==> src/core/cell_pkg.sv <==
// shared constants and types for the programmable logic cell
package cell_pkg;

  // ------------------------------------------------------------
  // operating modes
  // ------------------------------------------------------------
  typedef enum logic [3:0] {
    MODE_NORMAL    = 4'h1,
    MODE_ARITH     = 4'h2,
    MODE_UPDOWN    = 4'h4,
    MODE_CLEARABLE = 4'h8
  } cell_mode_type;

  // ------------------------------------------------------------
  // clear / preset configurations
  // ------------------------------------------------------------
  typedef enum logic [5:0] {
    CP_CLEAR      = 6'h01,
    CP_PRESET     = 6'h02,
    CP_CLR_PRE    = 6'h04,
    CP_LOAD_CLR   = 6'h08,
    CP_LOAD_PRE   = 6'h10,
    CP_LOAD_ONLY  = 6'h20
  } clr_pre_mode_type;

  // ------------------------------------------------------------
  // widths and field positions
  // ------------------------------------------------------------
  localparam int          MASK_W     = 16;
  localparam int          HALF_W     = 8;
  localparam int          SEL3_W     = 3;
  localparam int          SEL4_W     = 4;
  localparam int          TRI_DRV_N  = 4;
  localparam int          TRI_CNT_W  = 3;
  localparam logic        REG_RST    = 1'b0;
  localparam logic        LVL_HIGH   = 1'b1;
  localparam logic        LVL_LOW    = 1'b0;

  // ------------------------------------------------------------
  // register state of the cell
  // ------------------------------------------------------------
  typedef struct packed {
    logic store;
  } cell_state_type;

endpackage : cell_pkg

==> src/core/lut_core.sv <==
// lookup function: one four-input table, or two three-input halves
module lut_core (
  input  wire logic [cell_pkg::MASK_W-1:0] mask,
  input  wire logic [cell_pkg::SEL4_W-1:0] sel4,
  input  wire logic [cell_pkg::SEL3_W-1:0] sel3,
  output logic                             out4,
  output logic                             out_lo,
  output logic                             out_hi
);

  logic [cell_pkg::HALF_W-1:0] lo_half;
  logic [cell_pkg::HALF_W-1:0] hi_half;

  assign lo_half = mask[cell_pkg::HALF_W-1:0];
  assign hi_half = mask[cell_pkg::MASK_W-1:cell_pkg::HALF_W];

  // split mode shares the three selects; the upper half feeds the carry
  always_comb begin
    out4   = mask[sel4];
    out_lo = lo_half[sel3];
    out_hi = hi_half[sel3];
  end

endmodule : lut_core

==> src/core/tri_bus_emu.sv <==
// internal tri-state bus emulated as a selector
module tri_bus_emu (
  input  wire logic [cell_pkg::TRI_DRV_N-1:0] drv_data,
  input  wire logic [cell_pkg::TRI_DRV_N-1:0] drv_en,
  output logic                                bus_out
);

  logic [cell_pkg::TRI_CNT_W-1:0] n_en;
  logic                           picked;

  // contention resolves low, a floating bus resolves high
  always_comb begin
    n_en   = '0;
    picked = cell_pkg::LVL_LOW;
    for (int i = 0; i < cell_pkg::TRI_DRV_N; i++) begin
      if (drv_en[i]) begin
        n_en   = n_en + 3'h1;
        picked = drv_data[i];
      end
    end
    case (n_en)
      3'h0:    bus_out = cell_pkg::LVL_HIGH;
      3'h1:    bus_out = picked;
      default: bus_out = cell_pkg::LVL_LOW;
    endcase
  end

endmodule : tri_bus_emu

==> src/core/logic_cell.sv <==
// programmable logic cell: lookup function, register, chains, clear/preset
module logic_cell (
  input  wire logic                                sys_clk,
  input  wire logic                                arst_n,
  // configuration
  input  wire cell_pkg::cell_mode_type             cell_mode,
  input  wire cell_pkg::clr_pre_mode_type          clr_pre_mode,
  input  wire logic [cell_pkg::MASK_W-1:0]         lut_mask,
  input  wire logic                                lut_use_carry,
  input  wire logic                                cascade_en,
  input  wire logic                                cascade_or,
  input  wire logic                                pack_en,
  input  wire logic                                pack_from_input_four,
  input  wire logic                                pack_reg_to_routed,
  input  wire logic                                out_from_reg,
  input  wire logic                                ena_from_input_one,
  input  wire logic                                chip_reset_en,
  // fabric inputs
  input  wire logic                                cell_input_one,
  input  wire logic                                cell_input_two,
  input  wire logic                                cell_input_three,
  input  wire logic                                cell_input_four,
  input  wire logic                                cluster_ctl_line_a,
  input  wire logic                                cluster_ctl_line_b,
  input  wire logic                                clk_ena,
  input  wire logic                                chip_reset_n,
  // chains
  input  wire logic                                carry_in,
  input  wire logic                                cascade_in,
  output logic                                     carry_out,
  output logic                                     cascade_out,
  // outputs
  output logic                                     local_out,
  output logic                                     routed_out,
  // emulated internal bus
  input  wire logic [cell_pkg::TRI_DRV_N-1:0]      tri_drv_data,
  input  wire logic [cell_pkg::TRI_DRV_N-1:0]      tri_drv_en,
  output logic                                     tri_bus_out
);

  // ------------------------------------------------------------
  // declarations
  // ------------------------------------------------------------
  cell_pkg::cell_state_type       state_q;
  cell_pkg::cell_state_type       state_d;

  logic [cell_pkg::SEL4_W-1:0]    sel4;
  logic [cell_pkg::SEL3_W-1:0]    sel3;
  logic                           lut4_out;
  logic                           lut_lo;
  logic                           lut_hi;

  logic                           is_counter;
  logic                           reg_inverted;
  logic                           reg_out;
  logic                           cascaded;
  logic                           comb_out;
  logic                           reg_in;
  logic                           count_next;
  logic                           sync_clear;
  logic                           load_mux;
  logic                           reg_ena;
  logic                           clr_n;
  logic                           pre_n;
  logic                           chip_rst_act;
  logic                           store_eff;

  // ------------------------------------------------------------
  // lookup selects
  // ------------------------------------------------------------
  assign is_counter = (cell_mode == cell_pkg::MODE_UPDOWN) ||
                      (cell_mode == cell_pkg::MODE_CLEARABLE);

  always_comb begin
    // normal: carry-in or input three as the third select
    sel4 = {cell_input_four,
            lut_use_carry ? carry_in : cell_input_three,
            cell_input_two,
            cell_input_one};
    // packed with a three-input function: input four is kept off the table
    if (pack_en && pack_from_input_four) begin
      sel4[cell_pkg::SEL4_W-1] = cell_pkg::LVL_LOW;
    end
    if (is_counter) begin
      // count and carry halves see feedback, direction and carry-in
      sel3 = {carry_in, cell_input_two, reg_out};
    end else begin
      sel3 = {carry_in, cell_input_two, cell_input_one};
    end
  end

  lut_core u_lut (
    .mask   (lut_mask),
    .sel4   (sel4),
    .sel3   (sel3),
    .out4   (lut4_out),
    .out_lo (lut_lo),
    .out_hi (lut_hi)
  );

  // ------------------------------------------------------------
  // cascade and carry chains
  // ------------------------------------------------------------
  // the OR form is AND with inputs and output inverted
  function automatic logic cascade_join(input logic a, input logic b, input logic use_or);
    if (use_or) begin
      cascade_join = ~(~a & ~b);
    end else begin
      cascade_join = a & b;
    end
  endfunction : cascade_join

  always_comb begin
    case (cell_mode)
      cell_pkg::MODE_NORMAL: begin
        cascaded  = cascade_en ? cascade_join(lut4_out, cascade_in, cascade_or)
                               : lut4_out;
        carry_out = cell_pkg::LVL_LOW;
      end
      cell_pkg::MODE_ARITH: begin
        cascaded  = cascade_en ? cascade_join(lut_lo, cascade_in, cascade_or)
                               : lut_lo;
        carry_out = lut_hi;
      end
      cell_pkg::MODE_UPDOWN,
      cell_pkg::MODE_CLEARABLE: begin
        cascaded  = lut_lo;
        carry_out = lut_hi;
      end
      default: begin
        cascaded  = lut4_out;
        carry_out = cell_pkg::LVL_LOW;
      end
    endcase
  end

  assign cascade_out = cascaded;
  assign comb_out    = cascaded;

  // ------------------------------------------------------------
  // register data path
  // ------------------------------------------------------------
  always_comb begin
    count_next = lut_lo;
    // clearable mode takes its synchronous clear from the cascade-in slot
    sync_clear = (cell_mode == cell_pkg::MODE_CLEARABLE) && cascade_in;
    // input four is the active-low load select, input three the load value
    if (!cell_input_four) begin
      load_mux = cell_input_three;
    end else if (cell_input_one) begin
      load_mux = count_next;
    end else begin
      load_mux = reg_out;
    end
    case (cell_mode)
      cell_pkg::MODE_NORMAL: begin
        if (pack_en) begin
          reg_in = pack_from_input_four ? cell_input_four
                                        : cell_input_one;
        end else begin
          reg_in = comb_out;
        end
      end
      cell_pkg::MODE_ARITH:     reg_in = comb_out;
      cell_pkg::MODE_UPDOWN:    reg_in = load_mux;
      cell_pkg::MODE_CLEARABLE: reg_in = load_mux & ~sync_clear;
      default:                  reg_in = comb_out;
    endcase
  end

  // clock enable applies in every mode, packed or not
  assign reg_ena = clk_ena & (ena_from_input_one ? cell_input_one
                                                 : cell_pkg::LVL_HIGH);

  // ------------------------------------------------------------
  // clear and preset steering
  // ------------------------------------------------------------
  // lines are active high here; the resulting strobes are active low
  always_comb begin
    clr_n = cell_pkg::LVL_HIGH;
    pre_n = cell_pkg::LVL_HIGH;
    case (clr_pre_mode)
      cell_pkg::CP_CLEAR: begin
        clr_n = ~(cluster_ctl_line_a | cluster_ctl_line_b);
      end
      cell_pkg::CP_PRESET: begin
        // input three is held high by the fabric, so line a loads a one
        pre_n = ~(cluster_ctl_line_a & cell_input_three);
        clr_n = ~(cluster_ctl_line_a & ~cell_input_three);
      end
      cell_pkg::CP_CLR_PRE: begin
        pre_n = ~(cluster_ctl_line_a & cell_input_three);
        clr_n = ~(cluster_ctl_line_b | (cluster_ctl_line_a & ~cell_input_three));
      end
      cell_pkg::CP_LOAD_CLR: begin
        pre_n = ~(cluster_ctl_line_a & cell_input_three);
        clr_n = ~(cluster_ctl_line_b | (cluster_ctl_line_a & ~cell_input_three));
      end
      cell_pkg::CP_LOAD_PRE: begin
        // stored bit is inverted: clearing it presents a one at the output
        pre_n = ~(cluster_ctl_line_a & cell_input_three);
        clr_n = ~(cluster_ctl_line_b | (cluster_ctl_line_a & ~cell_input_three));
      end
      cell_pkg::CP_LOAD_ONLY: begin
        pre_n = ~(cluster_ctl_line_a & cell_input_three);
        clr_n = ~(cluster_ctl_line_a & ~cell_input_three);
      end
      default: begin
        clr_n = cell_pkg::LVL_HIGH;
        pre_n = cell_pkg::LVL_HIGH;
      end
    endcase
  end

  assign reg_inverted = (clr_pre_mode == cell_pkg::CP_LOAD_PRE);
  assign chip_rst_act = chip_reset_en & ~chip_reset_n;

  // asynchronous controls act on the output at once and are captured
  // on the next edge, so the flop itself only ever resets to a constant
  always_comb begin
    if (chip_rst_act) begin
      store_eff = cell_pkg::REG_RST;
    end else if (!clr_n) begin
      store_eff = cell_pkg::LVL_LOW;
    end else if (!pre_n) begin
      store_eff = cell_pkg::LVL_HIGH;
    end else begin
      store_eff = state_q.store;
    end
  end

  // an inverted register comes out set under chip reset
  assign reg_out = reg_inverted ? ~store_eff : store_eff;

  // ------------------------------------------------------------
  // state register
  // ------------------------------------------------------------
  always_comb begin
    state_d = state_q;
    if (chip_rst_act || !clr_n || !pre_n) begin
      state_d.store = store_eff;
    end else if (reg_ena) begin
      state_d.store = reg_inverted ? ~reg_in : reg_in;
    end
  end

  always_ff @(posedge sys_clk or negedge arst_n) begin
    if (!arst_n) begin
      state_q.store <= cell_pkg::REG_RST;
    end else begin
      state_q <= state_d;
    end
  end

  // ------------------------------------------------------------
  // cell outputs
  // ------------------------------------------------------------
  always_comb begin
    if (pack_en) begin
      // register and lookup serve unrelated functions on the two outputs
      routed_out = pack_reg_to_routed ? reg_out : comb_out;
      local_out  = pack_reg_to_routed ? comb_out : reg_out;
    end else begin
      routed_out = out_from_reg ? reg_out : comb_out;
      local_out  = out_from_reg ? reg_out : comb_out;
    end
  end

  tri_bus_emu u_tri (
    .drv_data (tri_drv_data),
    .drv_en   (tri_drv_en),
    .bus_out  (tri_bus_out)
  );

endmodule : logic_cell

==> config.mk <==
export PLATFORM = sky130hd
export DESIGN_NAME = logic_cell
export DESIGN_NICKNAME = d
export VERILOG_FILES = /design/src/core/cell_pkg.sv /design/src/core/lut_core.sv /design/src/core/tri_bus_emu.sv /design/src/core/logic_cell.sv
export SDC_FILE = /design/constraint.sdc
export NUM_CORES = 1
export LEC_CHECK = 0
export BUFFER_PORTS_ARGS = -buffer_cell sky130_fd_sc_hd__buf_2
export CAP_MARGIN = 25
export CORE_ASPECT_RATIO = 1.5
export CORE_MARGIN = 2
export CORE_UTILIZATION = 46
export CTS_CLUSTER_SIZE = 8
export DETAILED_ROUTE_END_ITERATION = 6
export HOLD_SLACK_MARGIN = 0.08
export PLACE_DENSITY = 0.92
export SKIP_LAST_GASP = 1
export SLEW_MARGIN = 10
export SYNTH_ARGS = -nofsm -noshare
export SYNTH_HDL_FRONTEND = slang
export SYNTH_SLANG_ARGS = --single-unit
==> constraint.sdc <==
create_clock -name sys_clk -period 3.9 [get_ports sys_clk]
set_input_delay 0.78 -clock sys_clk [delete_from_list [all_inputs] [get_ports sys_clk]]
set_output_delay 0.78 -clock sys_clk [all_outputs]
set_load 0.02 [all_outputs]
Word level (Yosys, flattened, before mapping)
Cells that the tools add are included.
Storage, ports and cells
  flip-flop bits (word level): 1
  latch bits: 0
  RAM bits: 0
  bits in read-only memories: 0
  input bits: 55
  output and inout bits: 5
  logic and storage cells: 100
  memories kept: 0
Operators by class
  add/sub/neg operators: 3
  $mul: 0
  divide/modulo/power cells: 0
  $lt $le $gt $ge: 2
  eq/ne operators: 11
  shifts and indexed selects: 0
  mux-type cells: 44
  bitwise operators: 25
  reduce and logical (&&, ||, !) cells: 14
Operators by type and width (count)
  1-bit two-way mux: 34
  1-bit NOT: 14
  1-bit bitwise AND: 9
  3-bit two-way mux: 3
  1-bit one-hot mux with 3 select lines: 3
  3-bit by 1-bit adder with 3-bit output, second input constant: 2
  1-bit binary-select mux with 3-bit select: 2
  6-bit by 1-bit == test with 1-bit output, second input constant: 1
  6-bit by 2-bit == test with 1-bit output, second input constant: 1
  6-bit by 3-bit == test with 1-bit output, second input constant: 1
  6-bit by 4-bit == test with 1-bit output, second input constant: 1
  6-bit by 5-bit == test with 1-bit output, second input constant: 1
  6-bit == test, second input constant: 1
  3-bit OR reduction: 2
  4-bit by 5-bit < comparator with 1-bit output, second input constant: 1
  5-bit OR reduction: 1
  1-bit binary-select mux with 4-bit select: 1
  4-bit by 1-bit == test with 1-bit output, second input constant: 1
  4-bit by 2-bit == test with 1-bit output, second input constant: 1
  4-bit by 3-bit == test with 1-bit output, second input constant: 1
  4-bit == test, second input constant: 1
  3-bit by 4-bit < comparator with 1-bit output, second input constant: 1
  2-bit OR reduction: 2
  3-bit by 1-bit == test with 1-bit output, second input constant: 1
  8 further kinds: 13

Depth between registers and ports, before layout
  depth in word-level cells: 24
  mapped depth: 10
  gate-level depth less buffers: 9

By module
Synthesis repeated with hierarchy kept, for this count alone.
Second synthesis, totals
  cells, all modules: 137
  area, all modules: 1148.6 sq um
Modules (own cells, without submodules)
  logic_cell: times used 1, cells each 100, area each 719.4 sq um
  lut_core: times used 1, cells each 13, area each 247.7 sq um
  tri_bus_emu: times used 1, cells each 24, area each 181.4 sq um

Least setup slack after synthesis
No wires, ideal clock.
  kind: input port to output port
  start: in clr_pre_mode[3]
  end: out carry_out
  data arrival time: 2953 ps
  path slack: 167 ps
  stages: 9
  buffers on the path: 0
  path through: or2_1 > o41a_1 > a211oi_2 > nor3_1 > nor3_1 > o21ai_1 > mux4_2 > mux2i_1 > nor3_1
Between the ends
  longest elaborated chain between the ends: 12
Ends and longest elaborated chain
  start, declared: RTL line logic_cell.sv:7  | input wire cell_pkg::clr_pre_mode_type clr_pre_mode,
  6-bit by 5-bit == test with 1-bit output (tied with other cells): RTL line logic_cell.sv:182, logic_cell.sv:215
  5-bit OR reduction (no line)
  1-bit two-way mux
  1-bit two-way mux: RTL line logic_cell.sv:225  | end else if (!pre_n) begin
  1-bit two-way mux: RTL line logic_cell.sv:223  | end else if (!clr_n) begin
  1-bit two-way mux: RTL line logic_cell.sv:221  | if (chip_rst_act) begin
  1-bit NOT: RTL line logic_cell.sv:233  | assign reg_out = reg_inverted ? ~store_eff : store_eff;
  1-bit two-way mux *: RTL line logic_cell.sv:233
  1-bit two-way mux *: RTL line logic_cell.sv:84  | if (is_counter) begin
  1-bit binary-select mux with 3-bit select *: RTL line lut_core.sv:21  | out_hi = hi_half[sel3];
  1-bit two-way mux (not written as such) *: RTL line lut_core.sv:21
  1-bit two-way mux *: RTL line logic_cell.sv:114  | case (cell_mode)
  end, declared: RTL line logic_cell.sv:30  | output logic carry_out,
Every way passes the cells marked *; elsewhere a longest branch is shown, timed or not. The select of a mux whose other input is x is not followed.

Final worst setup path
  start: in clr_pre_mode[2]
  end: out carry_out
Same word-level chain as after synthesis.

==> metrics.yaml <==
largestRegisters: "state_q x1"
layout-drive-gt1-share: 0.458
antenna_found_initial: 0
p_per_area_nw_per_um2: 138
hold_viol_final: 0
seqCellArea_um2: 25.0
drc: 0
drv_slew: 0
synth_edf_count: 0
start_util: 0.478
fmax_mhz: 261
arrival_ns: 3.06
port_buffers: 59
drt_iter0_drc: 36
grt_max_degree: 13
synthCells: 150
fin_util: 0.649
synthAdderAreaFrac: 0.0324
overflow: 0
crit_required_ns: 3.12
avgRoutedWirePerCell_um: 13.1
dieArea_um2: 2940
worst-setup-path-type: "input port to primary output"
power_leakage_uw: 0.000703
via_per_inst: 5.95
min_path_type: "input port to asynchronous set/reset pin"
clkLatencyLatePin_ns: 0
total_power_uw: 217
fin_skew_ns: 0
finalWirelength_um: 3090
rows: 22
multi_input_area_um2: 1110
synth_flop_cell: "dfrtp_1"
clk_pin_slew_ns: 0
syn2layout_area_growth_pct: 35.8
ys.warnings.count: 0
num_antenna_cells: 0
cp_max_fo: 5
drt.antenna.violating_nets: 0
cap_viol_max_count: 0
synth_area_per_cell_um2: 7.72
ys_seq_elements: 1
vias: 1404
grt.total_usage: 0.208
filler_cell_count: 210
synth_xor_area_frac: 0.0681
setup_slack_ns: 0.0630
hold_buffers: 0
critPathCaptureType: "primary output"
rsz0062_at_grt: "true"
top_register: "state_q"
fp.dieW_um: 45.0
die_h_um: 65.4
place_worst_setup_slack_ns: -0.0580
netlist_area_um2: 1160
seq_area_frac_synth: 0.0216
fin_setup_tns_ns: 0
grt_pass1_vias: 1284
largest_reg_flops: 1
ios: 60
fin_nets: 272
synth_compound_area_frac: 0.295
status: "finished clean"
synth-simple-area-share: 0.301
period_minus_slack_ns: 3.84
grt_pass1_wl_um: 4930
synth_top_family_by_area: "simple AND/OR/NAND/NOR gates"
place_hpwl_um: 2640
ir_drop_mv: 0.0871
period_share: 0.984
slew_headroom: 0.723
synth.distinct_cells: 53
placed_area_um2: 1500
first_pass_iters: 4
core_um2: 2420
synthArstFlopShare: 1.00
worst_slew_pin_slew_ns: 0.412
synthMuxAreaShare: 0.229
start_kind: "input port"
gp_congestion: 0.872
finalSetupViolations: 0
stdcell_area_um2: 1570
syn_nets: 208
layer usage:
| layer | vias to the layer above | wire, um | track usage |
|---|---|---|---|
| met5 | - | 0 | 0 |
| met4 | 0 | 40 | 0.0294 |
| met3 | 4 | 169 | 0.00824 |
| met2 | 50 | 1690 | 0.411 |
| met1 | 639 | 1190 | 0.238 |
| li1 | 711 | - | - |
cell usage after synthesis, types with 4 or more instances:
cell type / number / share of area
nor2_1: 21 / 0.068
nand2_1: 12 / 0.039
mux4_2: 9 / 0.18
a21oi_1: 8 / 0.035
o21ai_0: 8 / 0.035
inv_1: 6 / 0.019
xor2_1: 6 / 0.045
nor3_1: 5 / 0.022
clkbuf_1: 4 / 0.013
mux2i_1: 4 / 0.035
nor2b_1: 4 / 0.022
area by class of cell:
type,count,share of cell area
Multi-Input combinational cell,136,0.705
Inverter,6,0.0143
Timing Repair Buffer,69,0.246
Sequential cell,1,0.0159
Tap cell,24,0.0191
where the power goes:
group | switching (uW) | internal (uW)
sequential | 2.51 | 12.4
clock | 0 | 0
combinational | 101 | 101
placed cells by master (no fill, tap or decap), types with 3 or more instances in the layout:
cell type,count
a21oi_1,8
buf_2,57
buf_4,10
ha_1,3
inv_1,6
mux2i_1,4
mux4_2,9
nand2_1,12
nand2b_1,3
nor2_1,19
nor2b_1,4
nor3_1,3
o21ai_0,8
o22a_1,3
xnor2_1,3
xor2_1,6
per-stage QoR:
stage / cells / hold slack (ns)
final: 236 / 0.555
after global routing: 236 / 0.562
after CTS: 234 / 0.556
after detailed placement: 234 / 0.556
after global placement: 234 / 0.556
after floorplan: 150 / 0.484
worst max-delay path: stages:
cell	delay, ns
buf_8	0.10
or2_1	0.24
o41a_1	0.35
nand4bb_1	0.20
mux2i_1	0.22
nor3_2	0.08
o21ai_2	0.21
mux4_2	0.51
mux2i_1	0.14
nor3_1	0.06
buf_2	0.16
logic make-up after synthesis:
kind of cell / Yosys count
compound gates: 44
fa+ha+maj: 3
xor+xnor: 9
simple gates: 65
mux: 15
flops: 1
buf+inv: 13
path summary, 6_finish.rpt:
path / start / to / slack (ns) / depth (start not counted)
setup / recovery: clr_pre_mode[2] / carry_out / 0.06 / 11
hold / removal: arst_n / state_q$_DFFE_PN0P_ / 0.55 / 1
setup reg to reg: state_q$_DFFE_PN0P_ / state_q$_DFFE_PN0P_ / 1.74 / 9
hold reg to reg: state_q$_DFFE_PN0P_ / state_q$_DFFE_PN0P_ / 0.67 / 2
max in group asynchronous: arst_n / state_q$_DFFE_PN0P_ / 3.26 / 1
min in group sys_clk: state_q$_DFFE_PN0P_ / state_q$_DFFE_PN0P_ / 0.67 / 2
what timing repair did:
action,CTS,global route
resized for setup,2,12
gates cloned,0,0
buffers inserted,0,2
pin swaps,0,7
setup endpoints to repair,3,3
No activity file was read; power rests on OpenSTA's default activity.
